--- src/hdl/tps_cfg.svh ---
// buffer sizes, dispatch width, selector count and reset value of the two-thread pipeline selector
`ifndef TPS_CFG_SVH
`define TPS_CFG_SVH
`define TPS_UOPQ_ENTRIES 16
`define TPS_UOPQ_HALF 8
`define TPS_ROB_ENTRIES 32
`define TPS_ROB_HALF 16
`define TPS_LSB_ENTRIES 16
`define TPS_LSB_HALF 8
`define TPS_DISPATCH_WIDTH 6
`define TPS_PREF_RESET 1'b0
`define TPS_NUM_SEL 5
`endif

--- src/hdl/tps_pkg.sv ---
// types shared by the two-thread pipeline selector
`default_nettype none
package tps_pkg;
   // selection points, one index each
   typedef enum logic [2:0]
   {
      TPS_SEL_FETCH = 3'h0,
      TPS_SEL_RENAME = 3'h1,
      TPS_SEL_RETIRE = 3'h2,
      TPS_SEL_COMMIT = 3'h3,
      TPS_SEL_ALLOC = 3'h4
   } tps_sel_t;
   // per-thread request into one selection point
   typedef struct packed
   {
      logic [1:0] req;
   } tps_req_t;
   // grant out of one selection point
   typedef struct packed
   {
      logic valid;
      logic tid;
   } tps_gnt_t;
   // occupancy counts of the partitioned buffers, per thread
   typedef struct packed
   {
      logic [4:0] uopq;
      logic [5:0] rob;
      logic [4:0] lsb;
   } tps_occ_t;
   // dispatch slot: owning thread carried along, ignored by scheduling
   typedef struct packed
   {
      logic valid;
      logic tid;
   } tps_slot_t;
   // state of one alternating selector
   typedef struct packed
   {
      logic pref;
      tps_gnt_t gnt;
   } tps_arb_state_t;
endpackage : tps_pkg
`default_nettype wire

--- src/hdl/tps_top.sv ---
// two-thread pipeline selector: fetch, queue, dispatch, reorder, retire, commit
`timescale 1ns/10ps
`default_nettype none
`include "tps_cfg.svh"
// Function
// - every selector alternates when both request
// - sole able thread gets every cycle
// - trace cache fetch arbitrated every clock
// - stalled thread yields fetch until refill
// - micro-op queue split between active threads
// - dispatch up to six ready micro-ops
// - wait queues ignore owning thread
// - reorder buffer half per thread
// - in-order retire per thread, alternating
// - idle retire thread gives full bandwidth
// - store commit alternates between threads
// - staging buffers half per thread
// - translation entries carry owner thread bit
module tps_top
(
   input wire logic clock,
   input wire logic rst,
   input wire logic [1:0] fetch_req,
   input wire logic [1:0] fetch_stall,
   input wire logic [1:0] l2_fill_done,
   input wire logic [1:0] thread_active,
   input wire logic [1:0] uopq_push,
   input wire logic [1:0] uopq_pop,
   input wire logic [1:0] rename_req,
   input wire logic [1:0] rob_alloc,
   input wire logic [1:0] retire_ready,
   input wire logic [1:0] lsb_alloc,
   input wire logic [1:0] lsb_free,
   input wire logic [1:0] store_commit_req,
   input wire logic [5:0] ready_valid,
   input wire logic [5:0] ready_tid,
   input wire logic [1:0] xlat_fill_tid,
   output tps_pkg::tps_gnt_t fetch_gnt,
   output tps_pkg::tps_gnt_t rename_gnt,
   output tps_pkg::tps_gnt_t retire_gnt,
   output tps_pkg::tps_gnt_t commit_gnt,
   output tps_pkg::tps_gnt_t alloc_gnt,
   output logic [1:0] uopq_full,
   output logic [1:0] rob_full,
   output logic [1:0] lsb_full,
   output tps_pkg::tps_slot_t [5:0] dispatch_slot,
   output logic xlat_owner_tid
);
   import tps_pkg::*;
   typedef struct packed
   {
      logic [1:0] fetch_wait;
      tps_occ_t [1:0] occ;
      tps_slot_t [5:0] slot;
      logic [1:0] uopq_full;
      logic [1:0] rob_full;
      logic [1:0] lsb_full;
      logic xlat_tid;
   } tps_top_state_t;
   tps_top_state_t s_q;
   tps_top_state_t s_d;
   logic [1:0] fetch_able;
   logic [1:0] rob_take;
   logic [1:0] wait_set;
   logic [1:0] wait_clr;
   logic [1:0] uopq_in;
   logic [1:0] uopq_out;
   logic [1:0] rob_out;
   logic [1:0] lsb_in;
   logic [1:0] lsb_out;
   logic [`TPS_NUM_SEL*2-1:0] sel_req;
   tps_gnt_t [`TPS_NUM_SEL-1:0] sel_gnt;
   genvar g;

   // per-thread strobes of the fetch wait and of the partitioned buffers
   generate
      for (g = 0; g < 2; g++)
      begin : g_thr
         // refill return beats a new stall in the same cycle
         assign wait_clr[g] = l2_fill_done[g];
         assign wait_set[g] = fetch_stall[g] & ~l2_fill_done[g];
         // a thread waiting on a refill cannot use the trace cache
         assign fetch_able[g] = fetch_req[g] & ~fetch_stall[g] & ~s_q.fetch_wait[g];
         // a push into a full half is dropped, the other thread keeps moving
         assign uopq_in[g] = uopq_push[g] & ~s_q.uopq_full[g];
         assign uopq_out[g] = uopq_pop[g] & (s_q.occ[g].uopq != 5'h00);
         // reorder allocation is refused once a thread holds its half
         assign rob_take[g] = rob_alloc[g] & ~s_q.rob_full[g];
         // an entry leaves only when the registered retire grant names this thread
         assign rob_out[g] = retire_gnt.valid & (retire_gnt.tid == 1'(g)) & (s_q.occ[g].rob != 6'h00);
         assign lsb_in[g] = lsb_alloc[g] & ~s_q.lsb_full[g];
         assign lsb_out[g] = lsb_free[g] & (s_q.occ[g].lsb != 5'h00);
      end
   endgenerate

   // two request bits per selection point, in the order of the selection index
   assign sel_req = {rob_take, store_commit_req, retire_ready, rename_req, fetch_able};
   generate
      for (g = 0; g < `TPS_NUM_SEL; g++)
      begin : g_sel
         // each selection point has its own preference bit
         tps_arb u_arb
         (
            .clock(clock),
            .rst(rst),
            .req(sel_req[g*2 +: 2]),
            .gnt(sel_gnt[g])
         );
      end
   endgenerate
   assign fetch_gnt = sel_gnt[TPS_SEL_FETCH];
   assign rename_gnt = sel_gnt[TPS_SEL_RENAME];
   assign retire_gnt = sel_gnt[TPS_SEL_RETIRE];
   assign commit_gnt = sel_gnt[TPS_SEL_COMMIT];
   assign alloc_gnt = sel_gnt[TPS_SEL_ALLOC];
   always_comb
   begin
      logic [4:0] limit_q;
      logic [5:0] limit_r;
      logic [4:0] limit_l;
      limit_q = 5'(`TPS_UOPQ_ENTRIES);
      limit_r = 6'(`TPS_ROB_HALF);
      limit_l = 5'(`TPS_LSB_HALF);
      s_d = s_q;
      // queue is only split while both threads run; a lone thread may use all of it
      if (&thread_active)
      begin
         limit_q = 5'(`TPS_UOPQ_HALF);
      end
      for (int t = 0; t < 2; t++)
      begin
         if (wait_clr[t])
         begin
            s_d.fetch_wait[t] = 1'b0;
         end
         else if (wait_set[t])
         begin
            s_d.fetch_wait[t] = 1'b1;
         end
         s_d.occ[t].uopq = s_q.occ[t].uopq + 5'(uopq_in[t]) - 5'(uopq_out[t]);
         s_d.occ[t].rob = s_q.occ[t].rob + 6'(rob_take[t]) - 6'(rob_out[t]);
         s_d.occ[t].lsb = s_q.occ[t].lsb + 5'(lsb_in[t]) - 5'(lsb_out[t]);
         // flags follow the next occupancy, so the request after the last free entry is already refused
         s_d.uopq_full[t] = s_d.occ[t].uopq >= limit_q;
         s_d.rob_full[t] = s_d.occ[t].rob >= limit_r;
         s_d.lsb_full[t] = s_d.occ[t].lsb >= limit_l;
      end
      // up to six ready micro-ops leave per cycle, thread id passed through untouched
      for (int i = 0; i < `TPS_DISPATCH_WIDTH; i++)
      begin
         s_d.slot[i].valid = ready_valid[i];
         s_d.slot[i].tid = ready_tid[i];
      end
      // a fill writes the owner bit; between fills the entry keeps its owner
      if (xlat_fill_tid[0])
      begin
         s_d.xlat_tid = xlat_fill_tid[1];
      end
   end
   always_ff @(posedge clock or posedge rst)
   begin
      if (rst)
      begin
         s_q <= '0;
      end
      else
      begin
         s_q <= s_d;
      end
   end
   assign uopq_full = s_q.uopq_full;
   assign rob_full = s_q.rob_full;
   assign lsb_full = s_q.lsb_full;
   assign dispatch_slot = s_q.slot;
   assign xlat_owner_tid = s_q.xlat_tid;
endmodule // tps_top
`default_nettype wire

--- src/hdl/tps_arb.sv ---
// one alternating two-thread selector with registered grant
`timescale 1ns/10ps
`default_nettype none
`include "tps_cfg.svh"
module tps_arb
(
   input wire logic clock,
   input wire logic rst,
   input wire logic [1:0] req,
   output tps_pkg::tps_gnt_t gnt
);
   import tps_pkg::*;
   tps_arb_state_t s_q;
   tps_arb_state_t s_d;
   always_comb
   begin
      s_d = s_q;
      s_d.gnt.valid = |req;
      // the next both-request grant goes to the thread not served last
      unique case (req)
         2'h1:
         begin
            s_d.gnt.tid = 1'b0;
            s_d.pref = 1'b1;
         end
         2'h2:
         begin
            s_d.gnt.tid = 1'b1;
            s_d.pref = 1'b0;
         end
         2'h3:
         begin
            s_d.gnt.tid = s_q.pref;
            s_d.pref = ~s_q.pref;
         end
         2'h0: s_d.gnt.tid = s_q.gnt.tid;
      endcase
   end
   always_ff @(posedge clock or posedge rst)
   begin
      if (rst)
      begin
         s_q <= '{pref: `TPS_PREF_RESET, gnt: '{valid: 1'b0, tid: 1'b0}};
      end
      else
      begin
         s_q <= s_d;
      end
   end
   assign gnt = s_q.gnt;
endmodule // tps_arb
`default_nettype wire

--- config.mk ---
export PLATFORM = sky130hd
export DESIGN_NAME = tps_top
export DESIGN_NICKNAME = d
export VERILOG_FILES = /design/src/hdl/tps_pkg.sv /design/src/hdl/tps_top.sv /design/src/hdl/tps_arb.sv
export VERILOG_INCLUDE_DIRS = /design/src /design/src/hdl
export SDC_FILE = /design/constraint.sdc
export NUM_CORES = 1
export LEC_CHECK = 0
export BUFFER_PORTS_ARGS = -buffer_cell sky130_fd_sc_hd__buf_2
export CAP_MARGIN = 15
export CORE_UTILIZATION = 50
export CTS_CLUSTER_SIZE = 40
export DETAILED_ROUTE_END_ITERATION = 16
export MAX_ROUTING_LAYER = met4
export PLACE_DENSITY = 0.73
export RECOVER_POWER = 25
export SYNTH_ARGS = -nofsm -noshare
export SYNTH_HDL_FRONTEND = slang
export SYNTH_HIERARCHICAL = 1
export SYNTH_SLANG_ARGS = --single-unit
--- constraint.sdc ---
create_clock -name clock -period 3.5 [get_ports clock]
set_input_delay 0 -clock clock [delete_from_list [all_inputs] [get_ports clock]]
set_output_delay 0 -clock clock [all_outputs]
set_load 0.01 [all_outputs]
# Word-level counts from Yosys, hierarchy flattened
# Index checks and enable logic that the tools add are counted.
[totals]
register_bits = 68
latchBits = 0
ram_bits = 0
mem_bits_ro = 0
in_bits = 40
output_inout_bits = 29
word_cells = 149
memories = 0
[op_classes]
addsub = 12
mul = 0
div_mod_pow = 0
order_cmp = 6
n_eq_ne = 15
shift = 0
mux = 15
bitwise_logic = 38
n_reduce_logical = 24
[op_table]
columns = ["cell", "count"]
rows = [
  ["$pmux 1 s3", 10],
  ["$add 5x1->5", 4],
  ["$and 1x1->1", 20],
  ["$eq 2x2->1 const B", 10],
  ["$reduce_bool 5->1", 4],
  ["$sub 5x1->5", 4],
  ["$not 1->1", 18],
  ["$reduce_bool 3->1", 5],
  ["$add 6x1->6", 2],
  ["$ge 6x5->1 const B", 2],
  ["$reduce_bool 6->1", 2],
  ["$sub 6x1->6", 2],
  ["$eq 2x1->1 const B", 5],
  ["$ge 5x4->1 const B", 2],
  ["$ge 5x5->1", 2],
  ["$logic_not 2->1", 5],
  ["$reduce_or 2->1", 5],
  ["$mux 5", 1],
  ["$mux 1", 4],
  ["$reduce_bool 2->1", 2],
  ["$reduce_and 2->1", 1],
]

# Longest topological paths before layout
[logic_depth]
word_depth = 5
ltp_mapped = 15
ltp_nobuf = 15

# By module
# Netlist, hierarchy kept.
[modules_own_cells]
columns = ["module", "n_inst", "cells_per_inst", "area_per_inst_um2", "seq_area_each_um2"]
rows = [
  ["tps_top", 1, 281, 3015.4, 1326.3],
  ["tps_arb", 5, 11, 120.1, 75.1],
]

# Least setup slack after synthesis
# No wires, ideal clock.
[synth_path]
path_kind = "register -> register"
startpoint = "reg s_q[33] (netlist name)"
endpoint = "reg s_q, in the netlist uopq_full[0]"
setup_ns = 0.118
arrival_ns = 2.590
t_required_ns = 3.382
setup_slack_ns = 0.791
path_stages_with_launch = 16
path_buffers = 0
synth_period_minus_slack_ns = 2.709
path_cell_list = "dfrtp_1 -> inv_1 -> ha_1 -> inv_1 -> o41a_1 -> ha_1 -> inv_1 -> ha_1 -> inv_1 -> fa_1 -> inv_1 -> a21oi_1 -> o21bai_1 -> xnor2_1 -> ha_1 -> a21o_1"
[synth_rtl]
columns = ["item", "line", "source"]
rows = [
  ["from (decl)", "tps_top.sv:60", "tps_top_state_t s_q;"],
  ["from (signal assigned)", "tps_top.sv:164", "s_q <= '0;"],
  ["from (signal assigned)", "tps_top.sv:168", "s_q <= s_d;"],
]

==> flow_metrics.py <==
metrics = {
    "clocking": {
        "clockBufferDepth": 2,
        "cts_buffers": 9,
        "postCtsSetupBuffers": 0,
        "clk_pin_slew_ns": 0.07,
        "cts_sinks": 68,
        "cts_tree": "yes",
        "clk_latency_ns": 0.34,
        "htreeDepth": 3,
        "root_buffer": "clkbuf_8",
    },
    "finish": {
        "diodes": 0,
        "fin_util_pct": 63.6,
        "drive_gt1_share_pct": 20.1,
        "fill_cells": 563,
        "seqCellArea_um2": 1700,
        "multi_input_comb_area_um2": 1470,
        "final_cell_mix": "dfrtp_1, buf_2, inv_1",
        "final_nets": 508,
        "syn_to_final_growth_pct": 21.6,
        "layout_commonest_cell": "dfrtp_1",
    },
    "logic_synthesis": {
        "ys_ff_latch": 68,
        "yosysWarnings": 6,
        "synth_cell_types": 32,
        "synthCells": 336,
        "syn_area_per_cell_um2": 10.8,
        "netlist.area_leader.share_pct": 47.1,
        "syn_area_um2": 3620,
        "ys_top_cells_by_area": "dfrtp_1, ha_1, inv_1",
        "syn_nets": 426,
        "yosysSeqAreaShare_pct": 47.1,
        "synth_area_leader_cell": "dfrtp_1",
    },
    "sta": {
        "max_slew_margin_pct": 51.3,
        "max_freq_mhz": 342,
        "min_period_over_period_pct": 83.5,
        "fin_crit_ns": 2.92,
        "finalHoldViolations": 0,
        "holdWs_ns": 0.0704,
        "rsz0062_at_grt": "false",
        "worstMarginPinSlew_ns": 0.730,
        "drv_slew": 0,
        "fin_skew_ns": 0.0105,
        "final-setup-viol-count": 0,
        "setup-tns-final_ns": 0,
    },
    "routing": {
        "wire_per_inst_um": 13.0,
        "final_antenna_net_count": 0,
        "drt-pass1-iter-count": 4,
        "drtIter0Drc": 63,
        "drc": 0,
        "via_per_inst": 4.69,
        "wl_mm": 6.73,
        "dr_total_vias": 2436,
    },
    "power": {
        "pwr_density_cell_nw_per_um2": 923,
        "p_leak_nw": 2.27,
        "p_int_mw": 2.50,
        "switching_share_pct": 38.4,
        "netSwitchingPower_mw": 1.56,
        "ir_worst_vdd_mv": 0.483,
        "p_seq_share_pct": 31.3,
        "combinationalPowerShare_pct": 51.0,
        "power_mw": 4.06,
        "power.clock.fraction_pct": 17.7,
    },
    "placed_design": {
        "gp_congestion": 0.901,
        "port_buffers": 68,
        "dp_hpwl_mm": 4.84,
    },
    "global_routing": {
        "grt_start_max_net_pins": 37,
        "grt_most_used_layer": "met2",
        "gr-usage-met2_pct": 37.9,
        "grt_overflow": 0,
        "use_met3_pct": 5.78,
        "grt_pass1_vias": 2627,
        "antenna_found_initial": 0,
        "grt_pass1_wl_mm": 11.2,
        "grtUsageTotal_pct": 20.4,
        "met1_usage_pct": 20.5,
    },
    "die": {
        "dieArea_um2": 7580,
        "die_w_um": 87.0,
        "io_pins": 69,
        "rows": 30,
        "die_h_um": 87.0,
        "core_um2": 6910,
        "initial_core_util_pct": 52.4,
    },
    "setup_path": {
        "critPathArrivalTime_ns": 3.15,
        "crit_top_cell": "inv_1",
        "cpPeakStageDelay_ns": 0.39,
        "startpoint_type": "flip-flop",
        "path_class": "reg -> reg",
        "required_ns": 3.73,
        "critical_path.cell_chain": "inv_1 -> ha_1 -> inv_1 -> o41a_1 -> ha_1 -> inv_1 -> ha_1 -> inv_1 -> fa_1 -> inv_1 -> a21oi_1 -> o21bai_1 -> xnor2_1 -> ha_1 -> a21o_1",
        "crit_slowest_cell": "dfrtp_1",
        "path_buf_inv": 5,
        "crit_path_end_kind": "flip-flop",
        "path_delay_family": "adder cells",
        "path_max_fanout": 2,
    },
    "worst_hold_path": {
        "hold_path.class": "in -> reg",
    },
    "status": {
        "run_status": "finished, final reports clean",
    },
    "run": {
        "cap_viol_max_count": 0,
    },
}
## state kept, by name, summed over array words and instances (netlist names)
signal           cells
lsb_full             2
rob_full             2
uopq_full            2
dispatch_slot       12
s_q                 34
xlat_owner_tid       1
g_sel.u_arb/s_q      5
g_sel.u_arb/gnt     10
## area by class of cell
type,instances,share of cell area (%)
Sequential cell,68,38.7
Multi-Input combinational cell,178,33.5
Timing Repair Buffer,99,14.7
Inverter,62,5.29
Clock buffer,10,3.13
Tap cell,96,2.73
Clock inverter,6,1.99
## metal layers
metal  share of wire (%)  up-vias
li1                    -     1205
met1                  40     1182
met2                  55       42
met3                 3.4        7
met4                 1.2        0
met5                   0        -
## power groups by stage
stage | Clock [mW] | Sequential (mW) | Combinational (mW)
2_1_floorplan | 0 | 1.24 | 1.66
3_3_place_gp | 0 | 1.27 | 1.92
3_5_place_dp | 0 | 1.28 | 2.03
4_1_cts | 0.736 | 1.27 | 2.08
5_1_grt | 0.766 | 1.31 | 2.36
6_report | 0.718 | 1.27 | 2.07
## synth_stat cells (all sizes together)
| cell type | count |
|---|---|
| nor2 | 19 |
| nor4bb | 1 |
| o41a | 2 |
| and3b | 1 |
| nor3 | 5 |
| xor2 | 6 |
| fa | 6 |
| a21o | 7 |
| nand2b | 9 |
| o41ai | 1 |
| dfrtp | 68 |
| o21a | 9 |
| a21oi | 13 |
| mux2 | 1 |
| nor3b | 1 |
| a31oi | 3 |
| xnor2 | 13 |
| o211ai | 1 |
| o21bai | 3 |
| and2 | 3 |
| nand2 | 10 |
| buf | 28 |
| o31ai | 1 |
| nor2b | 3 |
| o21ai | 7 |
| ha | 44 |
| or2 | 6 |
| or3 | 2 |
| inv | 62 |
| a221o | 1 |
## worst paths after layout
kind,end,cells after the start,slack (ns),from
max in group asynchronous,dispatch_slot[3]$_DFF_PP0_,4,2.07,rst
worst min-delay path,g_sel[4].u_arb/gnt[0]$_DFFE_PP0P_,4,0.07,rob_alloc[0]
worst max-delay path,uopq_full[0]$_DFF_PP0_,15,0.58,s_q[33]$_DFF_PP0_
worst min register to register,g_sel[1].u_arb/s_q[2]$_DFFE_PP0P_,1,0.50,g_sel[1].u_arb/s_q[2]$_DFFE_PP0P_
worst max register to register,uopq_full[0]$_DFF_PP0_,15,0.58,s_q[33]$_DFF_PP0_
min in group asynchronous,g_sel[4].u_arb/gnt[1]$_DFF_PP0_,3,0.24,rst
## stage by stage
| step | area (µm²) | cells | setup slack (ns) |
|---|---|---|---|
| after floorplan | 3620 | 336 | 0.791 |
| after global placement | 3870 | 473 | 0.722 |
| after detailed placement | 3870 | 473 | 0.590 |
| after CTS | 4400 | 519 | 0.587 |
| after global routing | 4400 | 519 | 0.385 |
| final | 4400 | 519 | 0.577 |
## logic make-up (layout without fill, tap and decap cells)
family	count (synthesis)	in the layout	synth area share (%)
AND/OR/NAND/NOR	60	60	8.44
AO/OA/AOI/OAI	48	48	8.79
XOR/XNOR	19	19	4.60
adder cells (fa/ha/maj)	50	50	18.5
multiplexers	1	1	0.311
buffers and inverters	90	177	12.2
flip-flops	68	68	47.1
## repair_timing
item | CTS | global route
resized for setup | 0 | 0
hold endpoints to repair | 58 | 0
endpoints found under the setup margin | 0 | 0
hold buffers | 30 | 0
## tightest hold or removal path: stages
cell,delay (ns)
buf_2,0.08
nand2b_1,0.11
inv_1,0.11
o21ai_1,0.07
Note: power is estimated with default switching activity, not from simulation.
